--- src/rtl/timer_map.svh ---
`ifndef TIMER_MAP_SVH
`define TIMER_MAP_SVH
// Register offsets (byte addresses on the plain port)
`define OFS_CTRL 8'h40
`define OFS_CNT_HI 8'h41
`define OFS_CNT_LO 8'h42
`define OFS_MOD_HI 8'h43
`define OFS_MOD_LO 8'h44
`define OFS_CH0_SC 8'h45
`define OFS_CH0_HI 8'h46
`define OFS_CH0_LO 8'h47
`define OFS_CH1_SC 8'h48
`define OFS_CH1_HI 8'h49
`define OFS_CH1_LO 8'h4a
// Control register fields
`define CTRL_OVF_FLAG 7
`define CTRL_OVF_IE 6
`define CTRL_HALT 5
`define CTRL_CLEAR 4
`define CTRL_RESET 8'h20
// Channel status/control fields
`define SC_FLAG 7
`define SC_IE 6
`define SC_BUF 5
`define SC_MODE_A 4
`define SC_EDGE_HI 3
`define SC_EDGE_LO 2
`define SC_TOV 1
`define SC_MAX 0
`define SC_RESET 8'h00
`define MOD_RESET 16'hffff
`endif

--- src/rtl/timer_pkg.sv ---
package timer_pkg;
    typedef struct packed {
        logic [7:0] addr;
        logic [7:0] wdata;
        logic wr;
        logic rd;
    } bus_req_t;
    typedef struct packed {
        logic flag;
        logic ie;
        logic buf_sel;
        logic mode_a;
        logic [1:0] edge_sel;
        logic tov;
        logic max;
    } chan_sc_t;
    typedef struct packed {
        logic out;
        logic oe;
    } pin_drive_t;
endpackage : timer_pkg

--- src/rtl/pin_sync.sv ---
`timescale 1ns/100ps
`default_nettype none
// Three-stage synchroniser; change accepted when stages two and three agree
module pin_sync (
    input wire logic ref_clk_i,
    input wire logic reset_i,
    input wire logic pin_i,
    output logic level_o,
    output logic rise_o,
    output logic fall_o
);
    logic s1_reg, s2_reg, s3_reg, lvl_reg;
    logic [2:0] warm_reg;
    wire agree = (s2_reg == s3_reg);
    // Edges masked until the chain holds the real pin level after reset
    wire warm = (warm_reg == 3'h4);
    // Sync chain and filtered level
    always_ff @(posedge ref_clk_i or posedge reset_i) begin
        if (reset_i) begin
            s1_reg <= 1'b0;
            s2_reg <= 1'b0;
            s3_reg <= 1'b0;
            lvl_reg <= 1'b0;
            warm_reg <= 3'h0;
        end else begin
            s1_reg <= pin_i;
            s2_reg <= s1_reg;
            s3_reg <= s2_reg;
            if (!warm) warm_reg <= warm_reg + 3'h1;
            if (agree || !warm) lvl_reg <= s3_reg;
        end
    end
    assign level_o = lvl_reg;
    assign rise_o = warm && agree && s3_reg && !lvl_reg;
    assign fall_o = warm && agree && !s3_reg && lvl_reg;
endmodule : pin_sync
`default_nettype wire

--- src/rtl/chan_output.sv ---
`timescale 1ns/100ps
`default_nettype none
`include "timer_map.svh"
// One channel output latch: init level, compare action, overflow toggle, full duty
module chan_output
    import timer_pkg::*;
(
    input wire logic ref_clk_i,
    input wire logic reset_i,
    input wire chan_sc_t sc_i,
    input wire logic enabled_i,
    input wire logic compare_i,
    input wire logic overflow_i,
    output logic out_o
);
    logic out_reg, out_next, max_reg;
    wire [1:0] act = sc_i.edge_sel;
    wire cmp_out = (act == 2'b01) ? ~out_reg : (act == 2'b11);
    // Next output level
    always_comb begin
        out_next = out_reg;
        if (!enabled_i) begin
            out_next = ~sc_i.mode_a;
        end else if (overflow_i && sc_i.tov) begin
            out_next = ~out_reg;
        end else if (overflow_i && max_reg) begin
            out_next = 1'b1;
        end else if (compare_i && !max_reg) begin
            out_next = cmp_out;
        end
    end
    // Output latch; full duty latched at period start
    always_ff @(posedge ref_clk_i or posedge reset_i) begin
        if (reset_i) begin
            out_reg <= 1'b1;
            max_reg <= 1'b0;
        end else begin
            out_reg <= out_next;
            if (overflow_i || !enabled_i) max_reg <= sc_i.max && !sc_i.tov;
        end
    end
    assign out_o = out_reg;
endmodule : chan_output
`default_nettype wire

--- src/rtl/timer_channels.sv ---
`timescale 1ns/100ps
`default_nettype none
`include "timer_map.svh"
module timer_channels
    import timer_pkg::*;
(
    input wire logic ref_clk_i,
    input wire logic reset_i,
    input wire logic [7:0] addr_i,
    input wire logic [7:0] wdata_i,
    input wire logic wr_i,
    input wire logic rd_i,
    output logic [7:0] rdata_o,
    input wire logic [1:0] pin_i,
    output logic [1:0] pin_o,
    output logic [1:0] pin_oe_o,
    output logic [1:0] chan_irq_o,
    output logic ovf_irq_o
);
    // ***************************************
    // Bus decode
    // ***************************************
    bus_req_t req;
    assign req = '{addr: addr_i, wdata: wdata_i, wr: wr_i, rd: rd_i};
    function automatic logic hit(input logic [7:0] a, input logic [7:0] ofs);
        hit = (a == ofs);
    endfunction : hit
    wire wr_ctrl = req.wr && hit(req.addr, `OFS_CTRL);
    wire rd_ctrl = req.rd && hit(req.addr, `OFS_CTRL);
    wire wr_mod_hi = req.wr && hit(req.addr, `OFS_MOD_HI);
    wire wr_mod_lo = req.wr && hit(req.addr, `OFS_MOD_LO);
    wire [1:0] wr_sc = {req.wr && hit(req.addr, `OFS_CH1_SC), req.wr && hit(req.addr, `OFS_CH0_SC)};
    wire [1:0] rd_sc = {req.rd && hit(req.addr, `OFS_CH1_SC), req.rd && hit(req.addr, `OFS_CH0_SC)};
    wire [1:0] wr_val_hi = {req.wr && hit(req.addr, `OFS_CH1_HI), req.wr && hit(req.addr, `OFS_CH0_HI)};
    wire [1:0] wr_val_lo = {req.wr && hit(req.addr, `OFS_CH1_LO), req.wr && hit(req.addr, `OFS_CH0_LO)};
    wire [1:0] rd_val_hi = {req.rd && hit(req.addr, `OFS_CH1_HI), req.rd && hit(req.addr, `OFS_CH0_HI)};
    wire [1:0] rd_val_lo = {req.rd && hit(req.addr, `OFS_CH1_LO), req.rd && hit(req.addr, `OFS_CH0_LO)};

    // ***************************************
    // State
    // ***************************************
    logic [7:0] ctrl_reg;
    logic [15:0] count_reg, modulo_reg, cnt_snap_reg;
    logic [7:0] mod_hi_buf_reg;
    logic mod_lock_reg, ovf_armed_reg;
    chan_sc_t sc_reg [2];
    logic [15:0] val_reg [2];
    logic [7:0] val_hi_buf_reg [2];
    logic [1:0] armed_reg, cap_lock_reg, cmp_lock_reg;
    logic buf_phase_reg;
    logic [7:0] rdata_reg;
    logic [1:0] pin_reg, pin_oe_reg, chan_irq_reg;
    logic ovf_irq_reg;

    // ***************************************
    // Counter and overflow
    // ***************************************
    wire halt = ctrl_reg[`CTRL_HALT];
    wire clear_cmd = wr_ctrl && wdata_i[`CTRL_CLEAR];
    wire mod_match = !halt && (count_reg == modulo_reg);
    // Flag held off while modulo half written
    wire ovf_event = mod_match && !mod_lock_reg;
    wire [15:0] count_next = clear_cmd ? 16'h0000 : halt ? count_reg :
                             mod_match ? 16'h0000 : count_reg + 16'h0001;

    // ***************************************
    // Channel decode
    // ***************************************
    wire buffered = sc_reg[0].buf_sel;
    logic [1:0] enabled, capture, compare_ch, cap_edge, cmp_hit, ch_event;
    logic [1:0] sync_rise, sync_fall;
    logic [1:0] out_lvl;
    chan_sc_t sc_eff [2];
    // Effective controls; channel 1 idle in buffered mode
    always_comb begin
        for (int i = 0; i < 2; i++) begin
            sc_eff[i] = sc_reg[i];
            // Edge 00 leaves pin on port
            enabled[i] = (sc_reg[i].edge_sel != 2'b00) && !(i == 1 && buffered);
            capture[i] = enabled[i] && !sc_reg[i].mode_a && !(i == 0 && buffered);
            compare_ch[i] = enabled[i] && !capture[i];
            cap_edge[i] = (sc_reg[i].edge_sel[0] && sync_rise[i]) || (sc_reg[i].edge_sel[1] && sync_fall[i]);
            cmp_hit[i] = 1'b0;
        end
        if (buffered) begin
            cmp_hit[0] = !halt && !cmp_lock_reg[buf_phase_reg] && (count_reg == val_reg[buf_phase_reg]);
        end else begin
            cmp_hit[0] = !halt && !cmp_lock_reg[0] && (count_reg == val_reg[0]);
        end
        cmp_hit[1] = !halt && !cmp_lock_reg[1] && (count_reg == val_reg[1]);
        for (int i = 0; i < 2; i++) begin
            ch_event[i] = (capture[i] && !halt && !cap_lock_reg[i] && cap_edge[i]) ||
                          (compare_ch[i] && cmp_hit[i]);
        end
    end

    // Synchronisers and output latches
    for (genvar g = 0; g < 2; g++) begin : g_ch
        pin_sync u_sync (
            .ref_clk_i(ref_clk_i),
            .reset_i(reset_i),
            .pin_i(pin_i[g]),
            .level_o(),
            .rise_o(sync_rise[g]),
            .fall_o(sync_fall[g])
        );
        chan_output u_out (
            .ref_clk_i(ref_clk_i),
            .reset_i(reset_i),
            .sc_i(sc_eff[g]),
            .enabled_i(compare_ch[g]),
            .compare_i(cmp_hit[g]),
            .overflow_i(mod_match),
            .out_o(out_lvl[g])
        );
    end

    // ***************************************
    // Read mux
    // ***************************************
    function automatic logic [7:0] sc_byte(input chan_sc_t s, input logic ch1);
        sc_byte = ch1 ? {s.flag, s.ie, 1'b0, s.mode_a, s.edge_sel, s.tov, s.max} : s;
    endfunction : sc_byte
    logic [7:0] rdata_next;
    always_comb begin
        unique case (addr_i)
            `OFS_CTRL: rdata_next = {ctrl_reg[7:5], 1'b0, ctrl_reg[3:0]};
            `OFS_CNT_HI: rdata_next = count_reg[15:8];
            `OFS_CNT_LO: rdata_next = cnt_snap_reg[7:0];
            `OFS_MOD_HI: rdata_next = modulo_reg[15:8];
            `OFS_MOD_LO: rdata_next = modulo_reg[7:0];
            `OFS_CH0_SC: rdata_next = sc_byte(sc_reg[0], 1'b0);
            `OFS_CH0_HI: rdata_next = val_reg[0][15:8];
            `OFS_CH0_LO: rdata_next = val_reg[0][7:0];
            `OFS_CH1_SC: rdata_next = sc_byte(sc_reg[1], 1'b1);
            `OFS_CH1_HI: rdata_next = val_reg[1][15:8];
            `OFS_CH1_LO: rdata_next = val_reg[1][7:0];
            default: rdata_next = 8'h00;
        endcase
    end

    // ***************************************
    // Counter, control and modulo
    // ***************************************
    always_ff @(posedge ref_clk_i or posedge reset_i) begin
        if (reset_i) begin
            ctrl_reg <= `CTRL_RESET;
            count_reg <= 16'h0000;
            cnt_snap_reg <= 16'h0000;
            modulo_reg <= `MOD_RESET;
            mod_hi_buf_reg <= 8'hff;
            mod_lock_reg <= 1'b0;
            ovf_armed_reg <= 1'b0;
        end else begin
            count_reg <= count_next;
            if (req.rd && hit(req.addr, `OFS_CNT_HI)) cnt_snap_reg <= count_reg;
            if (rd_ctrl) ovf_armed_reg <= ctrl_reg[`CTRL_OVF_FLAG];
            // New overflow cancels a pending clear
            if (ovf_event) begin
                ovf_armed_reg <= 1'b0;
            end
            // Overflow flag: set beats clear
            if (ovf_event) begin
                ctrl_reg[`CTRL_OVF_FLAG] <= 1'b1;
            end else if (wr_ctrl && !wdata_i[`CTRL_OVF_FLAG] && ovf_armed_reg) begin
                ctrl_reg[`CTRL_OVF_FLAG] <= 1'b0;
            end
            if (wr_ctrl) begin
                ctrl_reg[6:5] <= wdata_i[6:5];
                ctrl_reg[3:0] <= wdata_i[3:0];
                ovf_armed_reg <= 1'b0;
            end
            if (wr_mod_hi) begin
                mod_hi_buf_reg <= wdata_i;
                mod_lock_reg <= 1'b1;
            end
            if (wr_mod_lo) begin
                modulo_reg <= {mod_hi_buf_reg, wdata_i};
                mod_lock_reg <= 1'b0;
            end
        end
    end

    // ***************************************
    // Channel registers
    // ***************************************
    always_ff @(posedge ref_clk_i or posedge reset_i) begin
        if (reset_i) begin
            for (int i = 0; i < 2; i++) begin
                sc_reg[i] <= `SC_RESET;
                val_reg[i] <= 16'h0000;
                val_hi_buf_reg[i] <= 8'h00;
            end
            armed_reg <= 2'b00;
            cap_lock_reg <= 2'b00;
            cmp_lock_reg <= 2'b00;
            buf_phase_reg <= 1'b0;
        end else begin
            if (buffered && cmp_hit[0]) buf_phase_reg <= ~buf_phase_reg;
            if (!buffered) buf_phase_reg <= 1'b0;
            for (int i = 0; i < 2; i++) begin
                if (rd_sc[i]) armed_reg[i] <= sc_reg[i].flag;
                if (ch_event[i]) begin
                    armed_reg[i] <= 1'b0;
                end
                if (ch_event[i]) begin
                    sc_reg[i].flag <= 1'b1;
                end else if (wr_sc[i] && !wdata_i[`SC_FLAG] && armed_reg[i] && !sc_reg[i].ie) begin
                    sc_reg[i].flag <= 1'b0;
                end
                if (wr_sc[i]) begin
                    armed_reg[i] <= 1'b0;
                    sc_reg[i].ie <= wdata_i[`SC_IE];
                    // Buffer select on channel 0 only
                    sc_reg[i].buf_sel <= (i == 0) ? wdata_i[`SC_BUF] : 1'b0;
                    sc_reg[i].mode_a <= wdata_i[`SC_MODE_A];
                    sc_reg[i].edge_sel <= wdata_i[`SC_EDGE_HI:`SC_EDGE_LO];
                    sc_reg[i].tov <= wdata_i[`SC_TOV];
                    sc_reg[i].max <= wdata_i[`SC_MAX];
                end
                if (capture[i] && ch_event[i]) val_reg[i] <= count_reg;
                if (rd_val_hi[i] && capture[i]) cap_lock_reg[i] <= 1'b1;
                if (rd_val_lo[i]) cap_lock_reg[i] <= 1'b0;
                if (wr_val_hi[i]) begin
                    val_hi_buf_reg[i] <= wdata_i;
                    cmp_lock_reg[i] <= 1'b1;
                end
                if (wr_val_lo[i]) begin
                    val_reg[i] <= {val_hi_buf_reg[i], wdata_i};
                    cmp_lock_reg[i] <= 1'b0;
                end
            end
        end
    end

    // ***************************************
    // Registered outputs
    // ***************************************
    always_ff @(posedge ref_clk_i or posedge reset_i) begin
        if (reset_i) begin
            rdata_reg <= 8'h00;
            pin_reg <= 2'b00;
            pin_oe_reg <= 2'b00;
            chan_irq_reg <= 2'b00;
            ovf_irq_reg <= 1'b0;
        end else begin
            rdata_reg <= rd_i ? rdata_next : 8'h00;
            pin_reg <= out_lvl;
            pin_oe_reg <= compare_ch;
            chan_irq_reg <= {sc_reg[1].flag && sc_reg[1].ie, sc_reg[0].flag && sc_reg[0].ie};
            ovf_irq_reg <= ctrl_reg[`CTRL_OVF_FLAG] && ctrl_reg[`CTRL_OVF_IE];
        end
    end
    assign rdata_o = rdata_reg;
    assign pin_o = pin_reg;
    assign pin_oe_o = pin_oe_reg;
    assign chan_irq_o = chan_irq_reg;
    assign ovf_irq_o = ovf_irq_reg;
endmodule : timer_channels
`default_nettype wire

--- config.mk ---
export PLATFORM = sky130hd
export DESIGN_NAME = timer_channels
export DESIGN_NICKNAME = d
export VERILOG_FILES = /design/src/rtl/timer_pkg.sv /design/src/rtl/pin_sync.sv /design/src/rtl/chan_output.sv /design/src/rtl/timer_channels.sv
export VERILOG_INCLUDE_DIRS = /design/src /design/src/rtl
export SDC_FILE = /design/constraint.sdc
export NUM_CORES = 1
export LEC_CHECK = 0
export BUFFER_PORTS_ARGS = -buffer_cell sky130_fd_sc_hd__buf_2
export CAP_MARGIN = 5
export CORE_ASPECT_RATIO = 0.6
export CORE_MARGIN = 1
export CORE_UTILIZATION = 50
export CTS_CLUSTER_DIAMETER = 30
export DETAILED_ROUTE_END_ITERATION = 10
export GPL_TIMING_DRIVEN = 0
export PLACE_DENSITY = 0.66
export SYNTH_ARGS = -nofsm -noshare
export SYNTH_HDL_FRONTEND = slang
export SYNTH_SLANG_ARGS = --single-unit
--- constraint.sdc ---
create_clock -name ref_clk_i -period 14.73 [get_ports ref_clk_i]
set_input_delay 2.946 -clock ref_clk_i [delete_from_list [all_inputs] [get_ports ref_clk_i]]
set_output_delay 2.946 -clock ref_clk_i [all_outputs]
set_load 0.03 [all_outputs]
==> Word-level counts from Yosys, hierarchy flattened <==
Index checks and enable logic that the tools add are counted.
{ "op_classes": {"muxes": 52, "n_bitwise": 6, "add_sub_neg": 3, "n_lt_le_gt_ge": 2, "n_reduce_logical": 128, "n_eq_ne": 27} }
{ "op_table": {"columns": ["cell", "count"], "rows": [
  ["$mux 16", 10],
  ["$eq 8x7->1 const B", 11],
  ["$pmux 8 s11", 1],
  ["$logic_and 1x1->1", 78],
  ["$eq 16x16->1", 4],
  ["$mux 1", 40],
  ["$logic_not 1->1", 27],
  ["$reduce_bool 2->1", 12],
  ["$add 16x1->16 const B", 1],
  ["$reduce_bool 3->1", 3],
  ["$logic_or 1x1->1", 8],
  ["$mux 8", 1],
  ["$ne 4x4->1 const B", 2],
  ["$add 3x1->3 const B", 2],
  ["$eq 3x3->1 const B", 2],
  ["$not 1->1", 5],
  ["$eq 2x1->1 const B", 2],
  ["$eq 2x2->1 const B", 2],
  ["$ne 2x1->1 const B", 2],
  ["$eq 1x1->1", 2],
  ["$ge 2x2->1 const B", 1],
  ["$lt 1x2->1 const B", 1],
  ["$not 1->2", 1]
]} }
{ "word_totals": {"word_cells": 270, "reg_bits": 160, "inputBits": 22} }

==> Logic depth before layout (Yosys ltp) <==
Gate-level depths: netlist of the first run.
{ "depth": {"word_depth": 12, "ltp_mapped": 9, "mapped_depth_nobuf": 7} }

==> By module <==
Synthesis of the first run repeated with hierarchy kept, for this count alone.
{ "unflattened": {"hier_cells": 779, "area_unflattened_um2": 8425.6} }
{ "by_module_without_submodules": {"columns": ["mod", "instances", "area_each_um2", "cells_each"], "rows": [
  ["timer_channels", 1, 7562.3, 699],
  ["pin_sync", 2, 299.0, 24],
  ["chan_output", 2, 132.6, 16]
]} }

==> Worst setup path before layout of the first run <==
OpenSTA, ideal clock, no wires.
{ "synth_path": {"kind": "input port to flip-flop", "startpoint": "input port addr_i[5]", "endpoint": "register sc_reg (netlist bit sc_eff[7])", "path_stages": 6, "n_path_buf": 1, "slack_ns": 9.776, "arrival_time_ns": 4.830, "required_ns": 14.606, "setup_ns": 0.124, "cell_sequence": "or4b_1 -> buf_2 -> nor3b_4 -> nand3_4 -> or4b_1 -> a211o_1"} }
{ "synth_via": {"elab_chain_len": 6} }
{ "synth_rtl": {"columns": ["item", "line", "text"], "rows": [
  ["start: declaration", "timer_channels.sv:9", "input wire logic [7:0] addr_i,"],
  ["$eq 8x7->1", "timer_channels.sv:26", "hit = (a == ofs);"],
  ["$logic_and 1x1->1", "timer_channels.sv:32", "wire [1:0] wr_sc = {req.wr && hit(req.addr, `OFS_CH1_SC), req.wr && hit(req.addr, `OFS_CH0_SC)};"],
  ["$logic_and 1x1->1 (3 in series)", "timer_channels.sv:208", "end else if (wr_sc[i] && !wdata_i[`SC_FLAG] && armed_reg[i] && !sc_reg[i].ie) begin"],
  ["$reduce_bool 2->1 (no line)", null, null],
  ["end signal: indexed assignment", "timer_channels.sv:190", "sc_reg[i] <= `SC_RESET;"],
  ["end: declaration", "timer_channels.sv:46", "chan_sc_t sc_reg [2];"]
]} }
Every way passes these cells.
A chain may end at the register's enable or synchronous reset.

==> Final worst setup path of the first run <==
{ "layout_path": {"startpoint": "input port addr_i[5]", "endpoint": "register val_reg[31] (netlist name)"} }
{ "layout_via": {"elab_chain_len": 3} }
{ "layout_rtl": {"columns": ["item", "line", "text"], "rows": [
  ["$eq 8x7->1 (*)", "timer_channels.sv:26", null],
  ["$logic_and 1x1->1 (*)", "timer_channels.sv:35", "wire [1:0] wr_val_lo = {req.wr && hit(req.addr, `OFS_CH1_LO), req.wr && hit(req.addr, `OFS_CH0_LO)};"],
  ["$mux 16 or $reduce_bool 2->1 (tied branches)", null, null],
  ["end signal: indexed assignment", "timer_channels.sv:221", "if (capture[i] && ch_event[i]) val_reg[i] <= count_reg;"],
  ["end signal: indexed assignment", "timer_channels.sv:229", "val_reg[i] <= {val_hi_buf_reg[i], wdata_i};"],
  ["end: declaration", "timer_channels.sv:47", "logic [15:0] val_reg [2];"]
]} }
Mark *: on every way between the ends. The rest lies on a longest branch, timed or not.

==> results of run 1 <==
-- final cells by class --
type | count | area (µm²)
fill | 1383 | 6840
tap | 228 | 285
timing repair buffer | 34 | 193
inverter | 16 | 65.1
clock buffer | 25 | 518
clock inverter | 7 | 96.3
multi-input combinational | 543 | 4000
buffer | 54 | 220
sequential | 160 | 4040
-- through the flow --
| stage | hold slack (ns) | std cells | power (µW) |
|---|---|---|---|
| global placement | 0.335 | 1034 | 720 |
| CTS | 0.344 | 1067 | 1190 |
| detailed placement | 0.336 | 1035 | 730 |
| floorplan | 0.331 | 773 | 657 |
| finish | 0.344 | 1067 | 1200 |
| global route | 0.351 | 1067 | 1240 |
-- cell families (layout without fill, tap and decap cells) --
family | count (synthesis) | in the layout
XOR/XNOR | 67 | 67
AO/OA/AOI/OAI | 126 | 126
adder cells (fa/ha/maj) | 5 | 5
AND/OR/NAND/NOR | 212 | 212
buffers and inverters | 70 | 136
multiplexers | 133 | 133
flip-flops | 160 | 160
-- power by group through the flow --
stage,clock network (µW),registers [µW],logic [µW]
final,466,508,223
after global routing,486,510,240
after CTS,468,505,219
after detailed placement,0,513,217
after global placement,0,512,209
after floorplan,0,501,157
-- worst reg2reg max path, cell delays in order, from the launching register on --
cell	delay, ns
dfrtp_1	0.34
clkbuf_1	0.66
xnor2_1	0.23
nand4_1	0.12
nor4_1	0.71
nand3_1	0.39
clkbuf_1	0.45
a21oi_1	0.33
o22ai_1	0.10
mux2i_1	0.16
-- layout by cell type, fill, tap and decap left out, types with 4 or more instances in the layout --
cell type  synthesis  layout
mux4_2            10      10
nor4_1             7       7
buf_1              6       6
a22o_1             4       4
a31oi_1            7       7
ha_1               5       5
xnor2_1           35      35
nor3_1             7       7
clkbuf_1          38      42
mux2i_1           54      54
nand4_1           11      11
mux2_1            17      17
o21ai_0           32      32
dfstp_2           27      27
and2_1             5       5
nand2b_1           4       4
inv_1             16      15
dfrtp_1          133     133
nor2b_1            5       5
buf_2              8      41
nand3_1           15      15
xor2_1            32      32
nor2_1            80      80
a21oi_1           52      52
and3_1             8       8
and4_1             4       4
nand2_1           48      48
mux2_2            52      52
clkbuf_16          0      19
a22oi_1            8       8
-- how the worst max path moves through the flow --
stage,start,endpoint,slack (ns),cells past startpoint
6_report,addr_i[5],val_reg[31],9.66,8
5_1_grt,addr_i[5],val_reg[17],9.54,8
4_1_cts,addr_i[5],val_reg[26],9.74,8
3_5_place_dp,addr_i[5],val_reg[26],9.30,8
3_3_place_gp,reset_i,rdata_o[0],5.87,2
2_1_floorplan,reset_i,armed_reg[0],7.51,1
-- routing by layer --
metal	vias up	GRT usage	wire length, µm
li1	2822	-	-
met1	3287	0.470	11900
met2	341	0.434	10400
met3	35	0.101	3140
met4	0	0.0825	394
met5	-	0	0
==> run metrics, run 1 <==
largest net degree at the start of global routing=98; post-synthesis mux area share=0.185; routed vias=6485; final worst-path cycle share=0.344; peak supply drop=0.0680 mV; EDFF count, synth=0; Post-CTS Setup Bufs=0; Final min period=5.07 ns; Clock Sinks=160; Worst R2R End=g_ch[0].u_out.out_o; area delta synth->final=13.2%; Num CTS Buffers=17; Synth Register Bits=160; RSZ-0062 raised after global routing=no; Post-Syn Instances=773; power density over the cells=127 mW/mm²; Remaining DRCs=0; Syn. warnings=0; clock root buffer=clkbuf_16; Adder-Cell Fraction of Synth Area=0.00752; Crit Path Class=input pin to flop; Slew Viols, Final=0; CTS resizes=0; pre-CTS setup slack=9.30 ns; vias in the first global route=6159; Sw Share=0.298; Worst R2R Start=count_reg[0]; Worst Tran Pin Value=0.913 ns; XOR/XNOR Fraction of Synth Area=0.0705; Post-Syn Area per Cell=10.8 µm²; most used cell, CP=buf_2; Req. time, crit path=15.02 ns; number of DRC markers in iteration 0=744; biggest fanout along the worst timing path=10; startpoint types=input pin; area share of the largest cell type after synthesis=0.400; most frequent cell after synthesis=dfrtp_1; Final TNS setup=0 ns; CTS max path bufs=2; Hold Buf Count CTS=0; Reg2Reg Depth=9; Nets=853; global-route wire length before repair=38300 µm; Sw Pwr=357 µW; Hold Startpoint=g_ch[0].u_sync.s1_reg; Max H-tree Level=4; Max Cap Viol=0; crit path cell chain=buf_2 > or4b_1 > buf_2 > nor3b_2 > nand3_1 > clkbuf_1 > nor2_1 > a21oi_1; total die area=0.0172 mm²; final hold vios=0; Synth Area in Compound Gates=0.0908; slowest CP cell=nor3b_2; I/O Pins=37; num rows=36; main combinational cell family by area after synthesis=multiplexers; WP data arrival=5.37 ns; Clock Skew=0.00731 ns; Clock Power Share=0.389; crit end category=flop; Hold WC Path Type=flop to flop; Initial Utilization=0.512; Die Span X=169 µm; Mapped Nets=800; Largest delay share family, worst path=simple AND/OR/NAND/NOR gates; GR Overflow Total=0; first drt pass iteration count=5; hold path depth=0; utilization after layout=0.579; GP Congestion=0.954; CORE AREA=0.0163 mm²; P_leak=0.00420 µW; Post-Layout Inst Area=0.00942 mm²; gr usage total=0.314; dominant cells by area after synthesis=dfrtp_1 (40%), dfstp_2 (8.5%), mux2_2 (7.0%), mux2i_1 (6.5%), xnor2_1 (3.7%); Post-DP Area=0.00880 mm²; # diodes=0; IO buf count=33; combinational share of power=0.187; Pint=840 µW; maximum clock rate=0.197 GHz; Buf/Inv on CP=3; commonest cells in the netlist=dfrtp_1 (133), nor2_1 (80), mux2i_1 (54); sequential area share after synthesis=0.485; final setup violating endpoints=0; WL per Instance=24.2 µm; WL final=25800 µm; initial antenna violation count=1; Vias/cell=6.08; Setup WS post-layout=9.66 ns; status=complete, no violations; number of distinct library cells after synthesis=56; Final HPWL DP=18300 µm; Worst Hold Endpoint=g_ch[0].u_sync.s2_reg; layout cells sized above 1=0.203; overall die height=102 µm; max reg flops=32; reg-to-reg slack, setup=11.18 ns; Antenna Violating Nets Remaining=0; Reg power frac=0.424; Simple-Gate Fraction of Synth Area=0.127; max incr delay on CP=0.57 ns; slew margin rel.=0.391; Worst-Skew Late Latency=0.43 ns; Post-synth top flop=dfrtp_1; CTS tree=built; Clk pin slew, worst setup/hold paths=0.07 ns; Async SR Flop Fraction=1.00; mapped cell area=0.00832 mm²; Yosys top cell by area=dfrtp_1
(Power assumes the default switching activity.)
==> run 2: changes to the inputs <==
PLACE_DENSITY = 0.68   (was 0.66)
clock period = 4.4 ns   (was 14.73 ns; I/O delays follow)
==> run metrics, run 2 (same netlist as run 1, synthesis figures left out) <==
status=complete, no violations; Final TNS setup=0 ns; first drt pass iteration count=5; Slew Viols, Final=0; routed vias=6426; Finished Layout Cells=1070; Final HPWL DP=18300 µm; vias in the first global route=6123; num rows=36; CTS tree=built; WP data arrival=3.75 ns; total power=3910 µW; WL per Instance=23.5 µm; Req. time, crit path=4.76 ns; Max H-tree Level=4; startpoint types=flop; gr usage total=0.306; biggest fanout along the worst timing path=10; Clk pin slew, worst setup/hold paths=0.06 ns; combinational share of power=0.192; multi-input logic area=0.00400 mm²; power density over the cells=414 mW/mm²; CORE AREA=0.0163 mm²; DP Cell Count=1038; area delta synth->final=13.4%; Worst-Skew Late Latency=0.43 ns; fillers=1359; Hold WC Path Type=flop to flop; total die area=0.0172 mm²; peak supply drop=0.210 mV; Crit Path Class=flop to flop; WL final=25100 µm; overall die height=102 µm; Sw Pwr=1220 µW; IO buf count=33; CTS max path bufs=2; final hold vios=0; initial antenna violation count=0; slew margin rel.=0.402; Pint=2690 µW; Hold Buf Count CTS=0; Initial Utilization=0.512; commonest non-fill, non-tap cell in the layout=dfrtp_1; Sw Share=0.312; commonest non-fill, non-tap cells in the layout=dfrtp_1 (133), nor2_1 (80), mux2i_1 (54), a21oi_1 (52), mux2_2 (52); final setup violating endpoints=0; Final min period=3.39 ns; max reg flops=32; RSZ-0062 raised after global routing=no; Vias/cell=6.01; Worst Tran Pin Value=0.897 ns; Nets=856; CTS resizes=0; Remaining DRCs=0; Antenna Violating Nets Remaining=0; P_leak=0.00420 µW; utilization after layout=0.580; Reg power frac=0.436; number of DRC markers in iteration 0=872; Num CTS Buffers=17; Clock Skew=0.00883 ns; clock root buffer=clkbuf_16; FF/Latch Area=0.00404 mm²; Max Cap Viol=0; # diodes=0; global-route wire length before repair=37700 µm; Clock Power Share=0.372; Clock Sinks=160; Post-CTS Setup Bufs=0; I/O Pins=37; maximum clock rate=0.295 GHz; crit end category=flop; GP Congestion=1.06; GR Overflow Total=0; largest net degree at the start of global routing=47; final worst-path cycle share=0.771; Die Span X=169 µm; layout cells sized above 1=0.210
-- run 2: power groups by stage --
stage	Clock [µW]	Combinational (µW)	Sequential [µW]
floorplan	0	525	1680
global placement	0	698	1710
detailed placement	0	732	1720
global route	1530	804	1710
finish	1460	750	1710
CTS	1470	736	1690
-- run 2: layout make-up --
type / count / area share
tap: 228 / 0.0302
inverter: 16 / 0.00676
clock buffer: 20 / 0.0518
sequential: 160 / 0.428
buffer: 54 / 0.0233
clock inverter: 12 / 0.00968
timing repair buffer: 37 / 0.0260
multi-input combinational: 543 / 0.424
-- run 2: path summary, 6_finish.rpt --
check | start | end | slack (ns) | cells past startpoint
setup reg to reg | count_reg[0] | g_ch[0].u_out.out_o | 1.01 | 9
hold / removal | g_ch[0].u_sync.s1_reg | g_ch[0].u_sync.s2_reg | 0.35 | 0
setup / recovery | count_reg[0] | g_ch[0].u_out.out_o | 1.01 | 9
max in group asynchronous | reset_i | modulo_reg[14] | 3.09 | 5
min in group asynchronous | reset_i | val_hi_buf_reg[2] | 0.50 | 3
hold reg to reg | g_ch[0].u_sync.s1_reg | g_ch[0].u_sync.s2_reg | 0.35 | 0
-- run 2: critical path, stage by stage (launching register included) --
cell      delay (ns)
dfrtp_1         0.35
clkbuf_1        0.60
xnor2_1         0.23
nand4_1         0.15
nor4_1          0.64
nand3_1         0.33
clkbuf_1        0.43
a21oi_1         0.33
o22ai_1         0.10
mux2i_1         0.16
-- run 2: metrics by stage --
| step | worst slack [ns] | hold slack [ns] | instance area (µm²) |
|---|---|---|---|
| after floorplan | 1.51 | 0.331 | 8330 |
| after global placement | 0.590 | 0.335 | 8780 |
| after detailed placement | 1.01 | 0.339 | 8860 |
| after CTS | 1.12 | 0.354 | 9440 |
| after global routing | 0.947 | 0.358 | 9440 |
| final | 1.01 | 0.352 | 9440 |
-- run 2: layer usage --
metal  up-vias  wire length [µm]  GRT usage
met3        45              2650     0.0864
met1      3225             11700      0.461
met2       323             10300      0.426
met5         -                 0          0
li1       2833                 -          -
met4         0               512     0.0909
